File: src/pcr_pkg.sv
// Shared constants and types for the PHY control register block
package pcr_pkg;

    // ------------------------------------------------------------
    // Register map
    // ------------------------------------------------------------
    localparam logic [4:0] PHY_CONTROL_OFS = 5'h19;
    localparam logic [4:0] SELFTEST_EXTENSION_OFS = 5'h1b;

    // ------------------------------------------------------------
    // Field positions of phy_control
    // ------------------------------------------------------------
    localparam int AUTO_XOVER_BIT = 15;
    localparam int FORCE_XOVER_BIT = 14;
    localparam int PAUSE_RX_BIT = 13;
    localparam int PAUSE_TX_BIT = 12;
    localparam int ERR_INJECT_BIT = 11;
    localparam int SEQ_SELECT_BIT = 10;
    localparam int PASS_FLAG_BIT = 9;
    localparam int RUN_BIT = 8;
    localparam int STRETCH_BYPASS_BIT = 7;
    localparam int RESERVED_BIT = 6;
    localparam int MODE_SELECT_BIT = 5;
    localparam int ADDR_LSB = 0;
    localparam int ADDR_W = 5;
    localparam int ERR_CNT_LSB = 8;
    localparam int ERR_CNT_W = 8;

    // ------------------------------------------------------------
    // Reset and saturation values
    // ------------------------------------------------------------
    localparam logic [15:0] RDATA_RST = 16'h0000;
    localparam logic [ERR_CNT_W-1:0] ERR_CNT_MAX = 8'hff;

    // ------------------------------------------------------------
    // Timing of the indicators
    // ------------------------------------------------------------
    localparam int CLK_FREQ_KHZ = 40000;
    localparam int STRETCH_TIME_MS = 50;
    localparam int BLINK_TIME_MS = 50;
    localparam int STRETCH_CYCLES = STRETCH_TIME_MS * CLK_FREQ_KHZ;
    localparam int BLINK_CYCLES = BLINK_TIME_MS * CLK_FREQ_KHZ;
    localparam int TIMER_W = 24;

    // ------------------------------------------------------------
    // State types
    // ------------------------------------------------------------
    typedef struct packed {
        logic strap_done;
        logic auto_crossover_enable;
        logic force_crossover;
        logic pause_rx;
        logic pause_tx;
        logic selftest_error_inject;
        logic selftest_sequence_select;
        logic fail_latched;
        logic selftest_run;
        logic indicator_stretch_bypass;
        logic indicator_mode_select;
        logic [ADDR_W-1:0] port_management_address;
        logic [ERR_CNT_W-1:0] selftest_error_counter;
        logic [15:0] rdata;
        logic [TIMER_W-1:0] blink_timer;
        logic blink_phase;
        logic link_indicator;
        logic speed_indicator;
    } pcr_state_s;

    typedef struct packed {
        logic [TIMER_W-1:0] count;
        logic out;
    } pcr_stretch_s;

    typedef struct packed {
        logic [1:0] local_advertisement;
        logic [1:0] partner_ability;
        logic full_duplex;
    } pcr_neg_s;

endpackage

File: src/pcr_phy_control.sv
// PHY control register with pause resolution, self-test control and indicators
// Summary of operation
// - Bit 15 enables auto crossover; strap default; read/write.
// - Bit 14 forces pairs crossed; resets to 0.
// - Read-only bit 13 is resolved pause receive, only for full duplex.
// - Read-only bit 12 is resolved pause transmit, only for full duplex.
// - Writing 1 to bit 11 injects one error, then clears itself.
// - Read-only bit 9 is pass flag; fail latches until test stopped.
// - Bit 8 starts self test when 1 and stops it when 0.
// - Bit 7 bypasses indicator stretching, showing raw state.
// - Bit 5 high: link on when good, speed on at 100 Mb/s.
// - Bit 5 low: link on when good and blinks on activity.
// - Bits 4:0 hold port address; strap loaded, read/write.
// - Companion 8-bit error counter clears on restart and saturates.
`timescale 1ns/1ps
module pcr_phy_control #(
    parameter int P_STRETCH_CYCLES = pcr_pkg::STRETCH_CYCLES,
    parameter int P_BLINK_CYCLES = pcr_pkg::BLINK_CYCLES
) (
    input wire logic i_mclk,
    input wire logic i_rst_n,
    input wire logic [4:0] i_reg_addr,
    input wire logic i_reg_wr,
    input wire logic i_reg_rd,
    input wire logic [15:0] i_reg_wdata,
    output logic [15:0] o_reg_rdata,
    input wire logic i_strap_auto_crossover,
    input wire logic i_strap_indicator_mode,
    input wire logic [4:0] i_strap_port_address,
    input wire pcr_pkg::pcr_neg_s i_neg,
    input wire logic i_selftest_nibble_error,
    input wire logic i_link_good,
    input wire logic i_speed_100,
    input wire logic i_activity,
    output logic o_auto_crossover_enable,
    output logic o_force_crossover,
    output logic o_pause_rx,
    output logic o_pause_tx,
    output logic o_selftest_run,
    output logic o_selftest_sequence_select,
    output logic o_selftest_error_inject,
    output logic [4:0] o_port_management_address,
    output logic o_link_indicator,
    output logic o_speed_indicator
);
    // ------------------------------------------------------------
    // Reset release
    // ------------------------------------------------------------
    logic [1:0] rst_sync_reg;
    logic rst_n;

    always_ff @(posedge i_mclk or negedge i_rst_n) begin
        if (!i_rst_n) begin
            rst_sync_reg <= 2'b00;
        end else begin
            rst_sync_reg <= {rst_sync_reg[0], 1'b1};
        end
    end
    assign rst_n = rst_sync_reg[1];

    // ------------------------------------------------------------
    // Indicator stretchers
    // ------------------------------------------------------------
    logic act_str;
    logic speed_str;
    logic link_str;
    pcr_pkg::pcr_state_s st_reg;
    pcr_pkg::pcr_state_s st_next;

    pcr_stretch #(.P_CYCLES(P_STRETCH_CYCLES)) u_act (
        .i_mclk(i_mclk),
        .i_rst_n(rst_n),
        .i_raw(i_activity),
        .i_bypass(st_reg.indicator_stretch_bypass),
        .o_out(act_str)
    );
    pcr_stretch #(.P_CYCLES(P_STRETCH_CYCLES)) u_speed (
        .i_mclk(i_mclk),
        .i_rst_n(rst_n),
        .i_raw(i_speed_100),
        .i_bypass(st_reg.indicator_stretch_bypass),
        .o_out(speed_str)
    );
    pcr_stretch #(.P_CYCLES(P_STRETCH_CYCLES)) u_link (
        .i_mclk(i_mclk),
        .i_rst_n(rst_n),
        .i_raw(i_link_good),
        .i_bypass(st_reg.indicator_stretch_bypass),
        .o_out(link_str)
    );

    // ------------------------------------------------------------
    // Register state
    // ------------------------------------------------------------
    logic wr_ctl;
    logic rd_ctl;
    logic rd_ext;
    logic both_pause;
    logic res_tx;
    logic res_rx;
    logic pass_flag;
    logic [15:0] ctl_view;

    always_comb begin
        wr_ctl = i_reg_wr && (i_reg_addr == pcr_pkg::PHY_CONTROL_OFS);
        rd_ctl = i_reg_rd && (i_reg_addr == pcr_pkg::PHY_CONTROL_OFS);
        rd_ext = i_reg_rd && (i_reg_addr == pcr_pkg::SELFTEST_EXTENSION_OFS);

        // Symmetric and asymmetric pause resolution
        both_pause = i_neg.local_advertisement[0] & i_neg.partner_ability[0];
        res_tx = both_pause | (~i_neg.local_advertisement[0] & i_neg.local_advertisement[1]
            & i_neg.partner_ability[0] & i_neg.partner_ability[1]);
        res_rx = both_pause | (i_neg.local_advertisement[0] & i_neg.local_advertisement[1]
            & ~i_neg.partner_ability[0] & i_neg.partner_ability[1]);

        pass_flag = st_reg.selftest_run & ~st_reg.fail_latched;

        ctl_view = '0;
        ctl_view[pcr_pkg::AUTO_XOVER_BIT] = st_reg.auto_crossover_enable;
        ctl_view[pcr_pkg::FORCE_XOVER_BIT] = st_reg.force_crossover;
        ctl_view[pcr_pkg::PAUSE_RX_BIT] = st_reg.pause_rx;
        ctl_view[pcr_pkg::PAUSE_TX_BIT] = st_reg.pause_tx;
        ctl_view[pcr_pkg::ERR_INJECT_BIT] = st_reg.selftest_error_inject;
        ctl_view[pcr_pkg::SEQ_SELECT_BIT] = st_reg.selftest_sequence_select;
        ctl_view[pcr_pkg::PASS_FLAG_BIT] = pass_flag;
        ctl_view[pcr_pkg::RUN_BIT] = st_reg.selftest_run;
        ctl_view[pcr_pkg::STRETCH_BYPASS_BIT] = st_reg.indicator_stretch_bypass;
        ctl_view[pcr_pkg::MODE_SELECT_BIT] = st_reg.indicator_mode_select;
        ctl_view[pcr_pkg::ADDR_LSB +: pcr_pkg::ADDR_W] = st_reg.port_management_address;

        st_next = st_reg;
        st_next.selftest_error_inject = 1'b0;

        // Straps load once after reset release
        if (!st_reg.strap_done) begin
            st_next.strap_done = 1'b1;
            st_next.auto_crossover_enable = i_strap_auto_crossover;
            st_next.indicator_mode_select = i_strap_indicator_mode;
            st_next.port_management_address = i_strap_port_address;
        end else if (wr_ctl) begin
            st_next.auto_crossover_enable = i_reg_wdata[pcr_pkg::AUTO_XOVER_BIT];
            st_next.force_crossover = i_reg_wdata[pcr_pkg::FORCE_XOVER_BIT];
            st_next.selftest_error_inject = i_reg_wdata[pcr_pkg::ERR_INJECT_BIT];
            st_next.selftest_sequence_select = i_reg_wdata[pcr_pkg::SEQ_SELECT_BIT];
            st_next.selftest_run = i_reg_wdata[pcr_pkg::RUN_BIT];
            st_next.indicator_stretch_bypass = i_reg_wdata[pcr_pkg::STRETCH_BYPASS_BIT];
            st_next.indicator_mode_select = i_reg_wdata[pcr_pkg::MODE_SELECT_BIT];
            st_next.port_management_address =
                i_reg_wdata[pcr_pkg::ADDR_LSB +: pcr_pkg::ADDR_W];
        end

        st_next.pause_rx = res_rx & i_neg.full_duplex;
        st_next.pause_tx = res_tx & i_neg.full_duplex;

        // Error counting while running, restart clears
        if (!st_reg.selftest_run && st_next.selftest_run) begin
            st_next.selftest_error_counter = '0;
            st_next.fail_latched = 1'b0;
        end else if (st_reg.selftest_run && i_selftest_nibble_error) begin
            st_next.fail_latched = 1'b1;
            if (st_reg.selftest_error_counter != pcr_pkg::ERR_CNT_MAX) begin
                st_next.selftest_error_counter = st_reg.selftest_error_counter + 1'b1;
            end
        end
        if (!st_next.selftest_run) begin
            st_next.fail_latched = 1'b0;
        end

        if (rd_ctl) begin
            st_next.rdata = ctl_view;
        end else if (rd_ext) begin
            st_next.rdata = {st_reg.selftest_error_counter, 8'h00};
        end else if (i_reg_rd) begin
            st_next.rdata = '0;
        end

        // Blink timing for activity
        if (st_reg.blink_timer == '0) begin
            st_next.blink_timer = pcr_pkg::TIMER_W'(P_BLINK_CYCLES - 1);
            st_next.blink_phase = ~st_reg.blink_phase;
        end else begin
            st_next.blink_timer = st_reg.blink_timer - 1'b1;
        end

        if (st_reg.indicator_mode_select) begin
            st_next.link_indicator = link_str;
        end else begin
            st_next.link_indicator = link_str & ~(act_str & st_reg.blink_phase);
        end
        st_next.speed_indicator = speed_str;
    end

    always_ff @(posedge i_mclk or negedge rst_n) begin
        if (!rst_n) begin
            st_reg <= '0;
        end else begin
            st_reg <= st_next;
        end
    end

    // ------------------------------------------------------------
    // Outputs
    // ------------------------------------------------------------
    assign o_reg_rdata = st_reg.rdata;
    assign o_auto_crossover_enable = st_reg.auto_crossover_enable;
    assign o_force_crossover = st_reg.force_crossover;
    assign o_pause_rx = st_reg.pause_rx;
    assign o_pause_tx = st_reg.pause_tx;
    assign o_selftest_run = st_reg.selftest_run;
    assign o_selftest_sequence_select = st_reg.selftest_sequence_select;
    assign o_selftest_error_inject = st_reg.selftest_error_inject;
    assign o_port_management_address = st_reg.port_management_address;
    assign o_link_indicator = st_reg.link_indicator;
    assign o_speed_indicator = st_reg.speed_indicator;
endmodule

File: src/pcr_stretch.sv
// Pulse stretcher for one indicator with bypass
`timescale 1ns/1ps
module pcr_stretch #(
    parameter int P_CYCLES = pcr_pkg::STRETCH_CYCLES
) (
    input wire logic i_mclk,
    input wire logic i_rst_n,
    input wire logic i_raw,
    input wire logic i_bypass,
    output logic o_out
);
    pcr_pkg::pcr_stretch_s st_reg;
    pcr_pkg::pcr_stretch_s st_next;

    always_comb begin
        st_next = st_reg;
        if (i_raw) begin
            st_next.count = pcr_pkg::TIMER_W'(P_CYCLES - 1);
        end else if (st_reg.count != '0) begin
            st_next.count = st_reg.count - 1'b1;
        end
        // Bypass passes the raw level through
        st_next.out = i_bypass ? i_raw : (i_raw | (st_reg.count != '0));
    end

    always_ff @(posedge i_mclk or negedge i_rst_n) begin
        if (!i_rst_n) begin
            st_reg <= '0;
        end else begin
            st_reg <= st_next;
        end
    end

    assign o_out = st_reg.out;
endmodule
File: config.mk
export PLATFORM = sky130hd
export DESIGN_NAME = pcr_phy_control
export DESIGN_NICKNAME = d
export VERILOG_FILES = /design/src/pcr_pkg.sv /design/src/pcr_phy_control.sv /design/src/pcr_stretch.sv
export SDC_FILE = /design/constraint.sdc
export NUM_CORES = 1
export LEC_CHECK = 0
export ABC_AREA = 1
export BUFFER_PORTS_ARGS = -buffer_cell sky130_fd_sc_hd__buf_2
export CAP_MARGIN = 25
export CORE_UTILIZATION = 35
export CTS_CLUSTER_DIAMETER = 120
export CTS_CLUSTER_SIZE = 14
export DETAILED_ROUTE_END_ITERATION = 6
export PLACE_DENSITY = 0.52
export REMOVE_ABC_BUFFERS = 1
export SYNTH_ARGS = -nofsm -noshare
export SYNTH_HDL_FRONTEND = slang
export SYNTH_HIERARCHICAL = 1
export SYNTH_SLANG_ARGS = --single-unit
File: constraint.sdc
create_clock -name i_mclk -period 5.1 [get_ports i_mclk]
set_clock_uncertainty 0.15 [all_clocks]
set_input_delay 0.765 -clock i_mclk [delete_from_list [all_inputs] [get_ports i_mclk]]
set_output_delay 0.765 -clock i_mclk [all_outputs]
set_load 0.1 [all_outputs]
==> impl_results.md <==
* Tot Pwr at 2.87 mW
* Post-Route WL at 20000 µm
* Drt initial violations at 384
* Largest register FFs at 35
* Max FO, Critical Path at 5
* Clock buffer depth at 2
* Library cells used by synthesis at 42
* GRT Util Overall at 0.181
* First-pass GRT wire length at 34000 µm
* WHS Endpoint: rst_sync_reg[1]
* Run status: finished clean
* DRT Pass-1 Iters at 5
* GRT met3 Usage at 0.0315
* Worst Setup Start Kind: register
* F_max at 450 MHz
* Min-delay src: rst_sync_reg[0]
* Worst-margin pin slew at 0.876 ns
* Logic gate share of total power at 0.092
* GPL Wtd Cong at 0.852
* Post-route minimum period at 2.22 ns
* Pwr dens at 309 mW/mm²
* Number of global-route vias before repair at 6664
* Top_reg_cell synth: dfrtp_1
* Core Footprint at 0.0228 mm²
* Root Driver: clkbuf_16
* Worst-Skew Late Latency at 0.43 ns
* Post-synthesis sequential area ratio at 0.437
* Post-cts sizing count at 0
* Mean Syn Cell Area at 7.65 µm²
* Internal reg-to-reg setup slack at 3.28 ns
* Die area at 0.0240 mm²
* Routed WL per cell at 13.8 µm
* Setup Slack @ Placement at 2.56 ns
* Initial core utilization at 0.359
* CTS sink cnt at 143
* Worst-case reg-to-reg path depth at 8
* # port buffers at 65
* Critical path cell sequence: buf_2
* RSZ-0062 raised after global routing: false
* Ant diodes at 0
* Net Sw Power at 0.763 mW
* Max-slew headroom at 0.416
* Hold Crit Class: register to register
* Die Width at 155 µm
* GRT overflow at 0
* MaxCap Viol Count at 0
* Nets at 1172
* Count of pins over their slew limit at 0
* Worst path required time at 4.18 ns
* CP bufs+invs at 1
* Async set-reset flop share out of synthesis at 1.00
* Clock Power Share at 0.478
* Core Util, Final at 0.408
* Sequential cell fraction of total power at 0.430
* Initial antenna violation count at 0
* Post-Synthesis Cells at 1070
* Number of synthesized flops with an enable pin at 0
* Num ports at 71
* Sw frac at 0.266
* Vias at 6805
* Routed vias/inst at 4.70
* Synthesis-stage register bit count at 143
* Share of cells above drive strength 1 at 0.177
* Total CTS buffers at 17
* Pin count of the biggest net entering global routing at 67
* CTS clock-pin slew for the worst setup and hold paths at 0.06 ns
* Critical path's top delay family: buffers and inverters
* DRC at 0
* Core Rows at 55
* Hold path depth at 0
* Synthesis warning total at 6
* Area Growth Syn to Fin at 13.7%
* Crit Reg-Reg Startpoint: u_act/st_reg[1]
* CP max stage delay at 0.46 ns
* Crit path arrival time at 1.31 ns
* Post-route clock period utilization at 0.436
* Total Neg Setup Slack at 0 ns
* Post-DP HPWL at 14600 µm
* Worst setup margin at 2.88 ns
* Critical path class: register to primary output
* R2R Path End: u_act/st_reg[1]
* CTS tree: yes
* Met2 usage at 0.293
* Met1 Track Usage GR at 0.248
* CTS H-tree lvls at 4
* VDD IR-drop max at 0.182 mV
* Antenna viol nets, final at 0
* # setup viols final at 0
* P_leak at 4.20 nW
* Die Y at 155 µm
* Final hold violations at 0
* Pint at 2.11 mW
* GRT busiest layer: met2
* Cell area after synthesis at 0.00818 mm²
* CP max-delay cell: buf_2
* Critical Path End Type: primary output
layer usage:
metal	vias to the layer above	routed length, µm
met3	23	465
met2	92	9280
met5	-	0
met1	3187	9940
li1	3503	-
met4	0	309
kinds of logic after synthesis:
logic type / Yosys count / share of synthesized area
buffers and inverters: 144 / 0.0836
xor gates and xnor gates: 23 / 0.0255
adders and majority gates: 8 / 0.0122
other: 2 / 0.000918
and+or+nand+nor: 654 / 0.373
AOI/OAI and AO/OA: 96 / 0.0674
DFF: 143 / 0.437
synth_stat cells (all sizes together) (2+ instances only):
master | n | area [µm²]
nor2 | 250 | 1180
nand2 | 244 | 956
clkbuf | 5 | 18.8
dfrtp | 143 | 3580
xor2 | 16 | 140
clkinv | 4 | 16.3
conb | 2 | 7.51
buf | 30 | 255
nor3 | 6 | 56.3
a21oi | 31 | 163
a21o | 14 | 105
inv | 105 | 394
ha | 8 | 100
nand4 | 18 | 125
o211ai | 9 | 67.6
nand3b | 6 | 45.0
o21ai | 39 | 195
xnor2 | 7 | 68.8
nand3 | 128 | 678
area by class of cell:
class	count	area (µm²)
well taps	313	392
clock inverters	15	216
clock buffers	17	425
inverters	109	410
multi-input cells	784	3930
flip-flops and latches	143	3580
repair buffers	68	350
fillers	2379	13500
power by group through the flow:
| stage | registers [mW] | logic [mW] | clock network [mW] |
|---|---|---|---|
| after global placement | 1.26 | 0.265 | 0 |
| final | 1.23 | 0.265 | 1.37 |
| after global routing | 1.24 | 0.293 | 1.45 |
| after detailed placement | 1.26 | 0.269 | 0 |
| after floorplan | 1.34 | 0.0956 | 0 |
| after CTS | 1.24 | 0.270 | 1.41 |
through the flow:
step | cells | hold slack (ns) | cell area, µm²
4_1_cts | 1449 | 0.200 | 9300
5_1_grt | 1449 | 0.209 | 9300
3_5_place_dp | 1416 | 0.186 | 8650
2_1_floorplan | 1036 | 0.181 | 7910
6_report | 1449 | 0.197 | 9300
3_3_place_gp | 1416 | 0.185 | 8650
repair_timing:
action / in CTS / in global routing
endpoints found under the setup margin: 0 / 0
hold buffers: 1 / 0
setup buffers: 0 / 0
endpoints found under the hold margin: 2 / 0
worst max path at each step:
stage | slack [ns] | to | cells past startpoint | from
after global placement | 2.55 | u_act/o_out | 4 | i_activity
after global routing | 2.85 | o_selftest_run | 1 | o_selftest_run
after CTS | 2.86 | o_selftest_run | 1 | o_selftest_run
after detailed placement | 2.56 | u_act/o_out | 4 | i_activity
final | 2.88 | o_selftest_run | 1 | o_selftest_run
after floorplan | 0.67 | ctl_view[5] | 0 | rst_sync_reg[1]
cells in the final DEF, fill, tap and decap left out, types with 2 or more instances in the layout:
cell / n
a21o_1: 14
a21oi_1: 29
a21oi_2: 2
buf_2: 65
buf_4: 2
bufinv_16: 5
clkbuf_16: 17
clkinv_1: 3
clkinv_2: 6
clkinvlp_4: 2
conb_1: 3
dfrtp_1: 142
ha_1: 8
inv_1: 96
inv_2: 9
inv_6: 2
nand2_1: 232
nand2_2: 10
nand2_4: 2
nand3_1: 122
nand3_2: 5
nand3b_1: 6
nand4_1: 16
nand4_2: 2
nor2_1: 187
nor2_2: 48
nor2_4: 14
nor3_1: 2
nor3_2: 3
o211ai_1: 9
o21ai_0: 24
o21ai_1: 15
xnor2_1: 6
xor2_1: 16
Power figures use the tool's default switching activity.
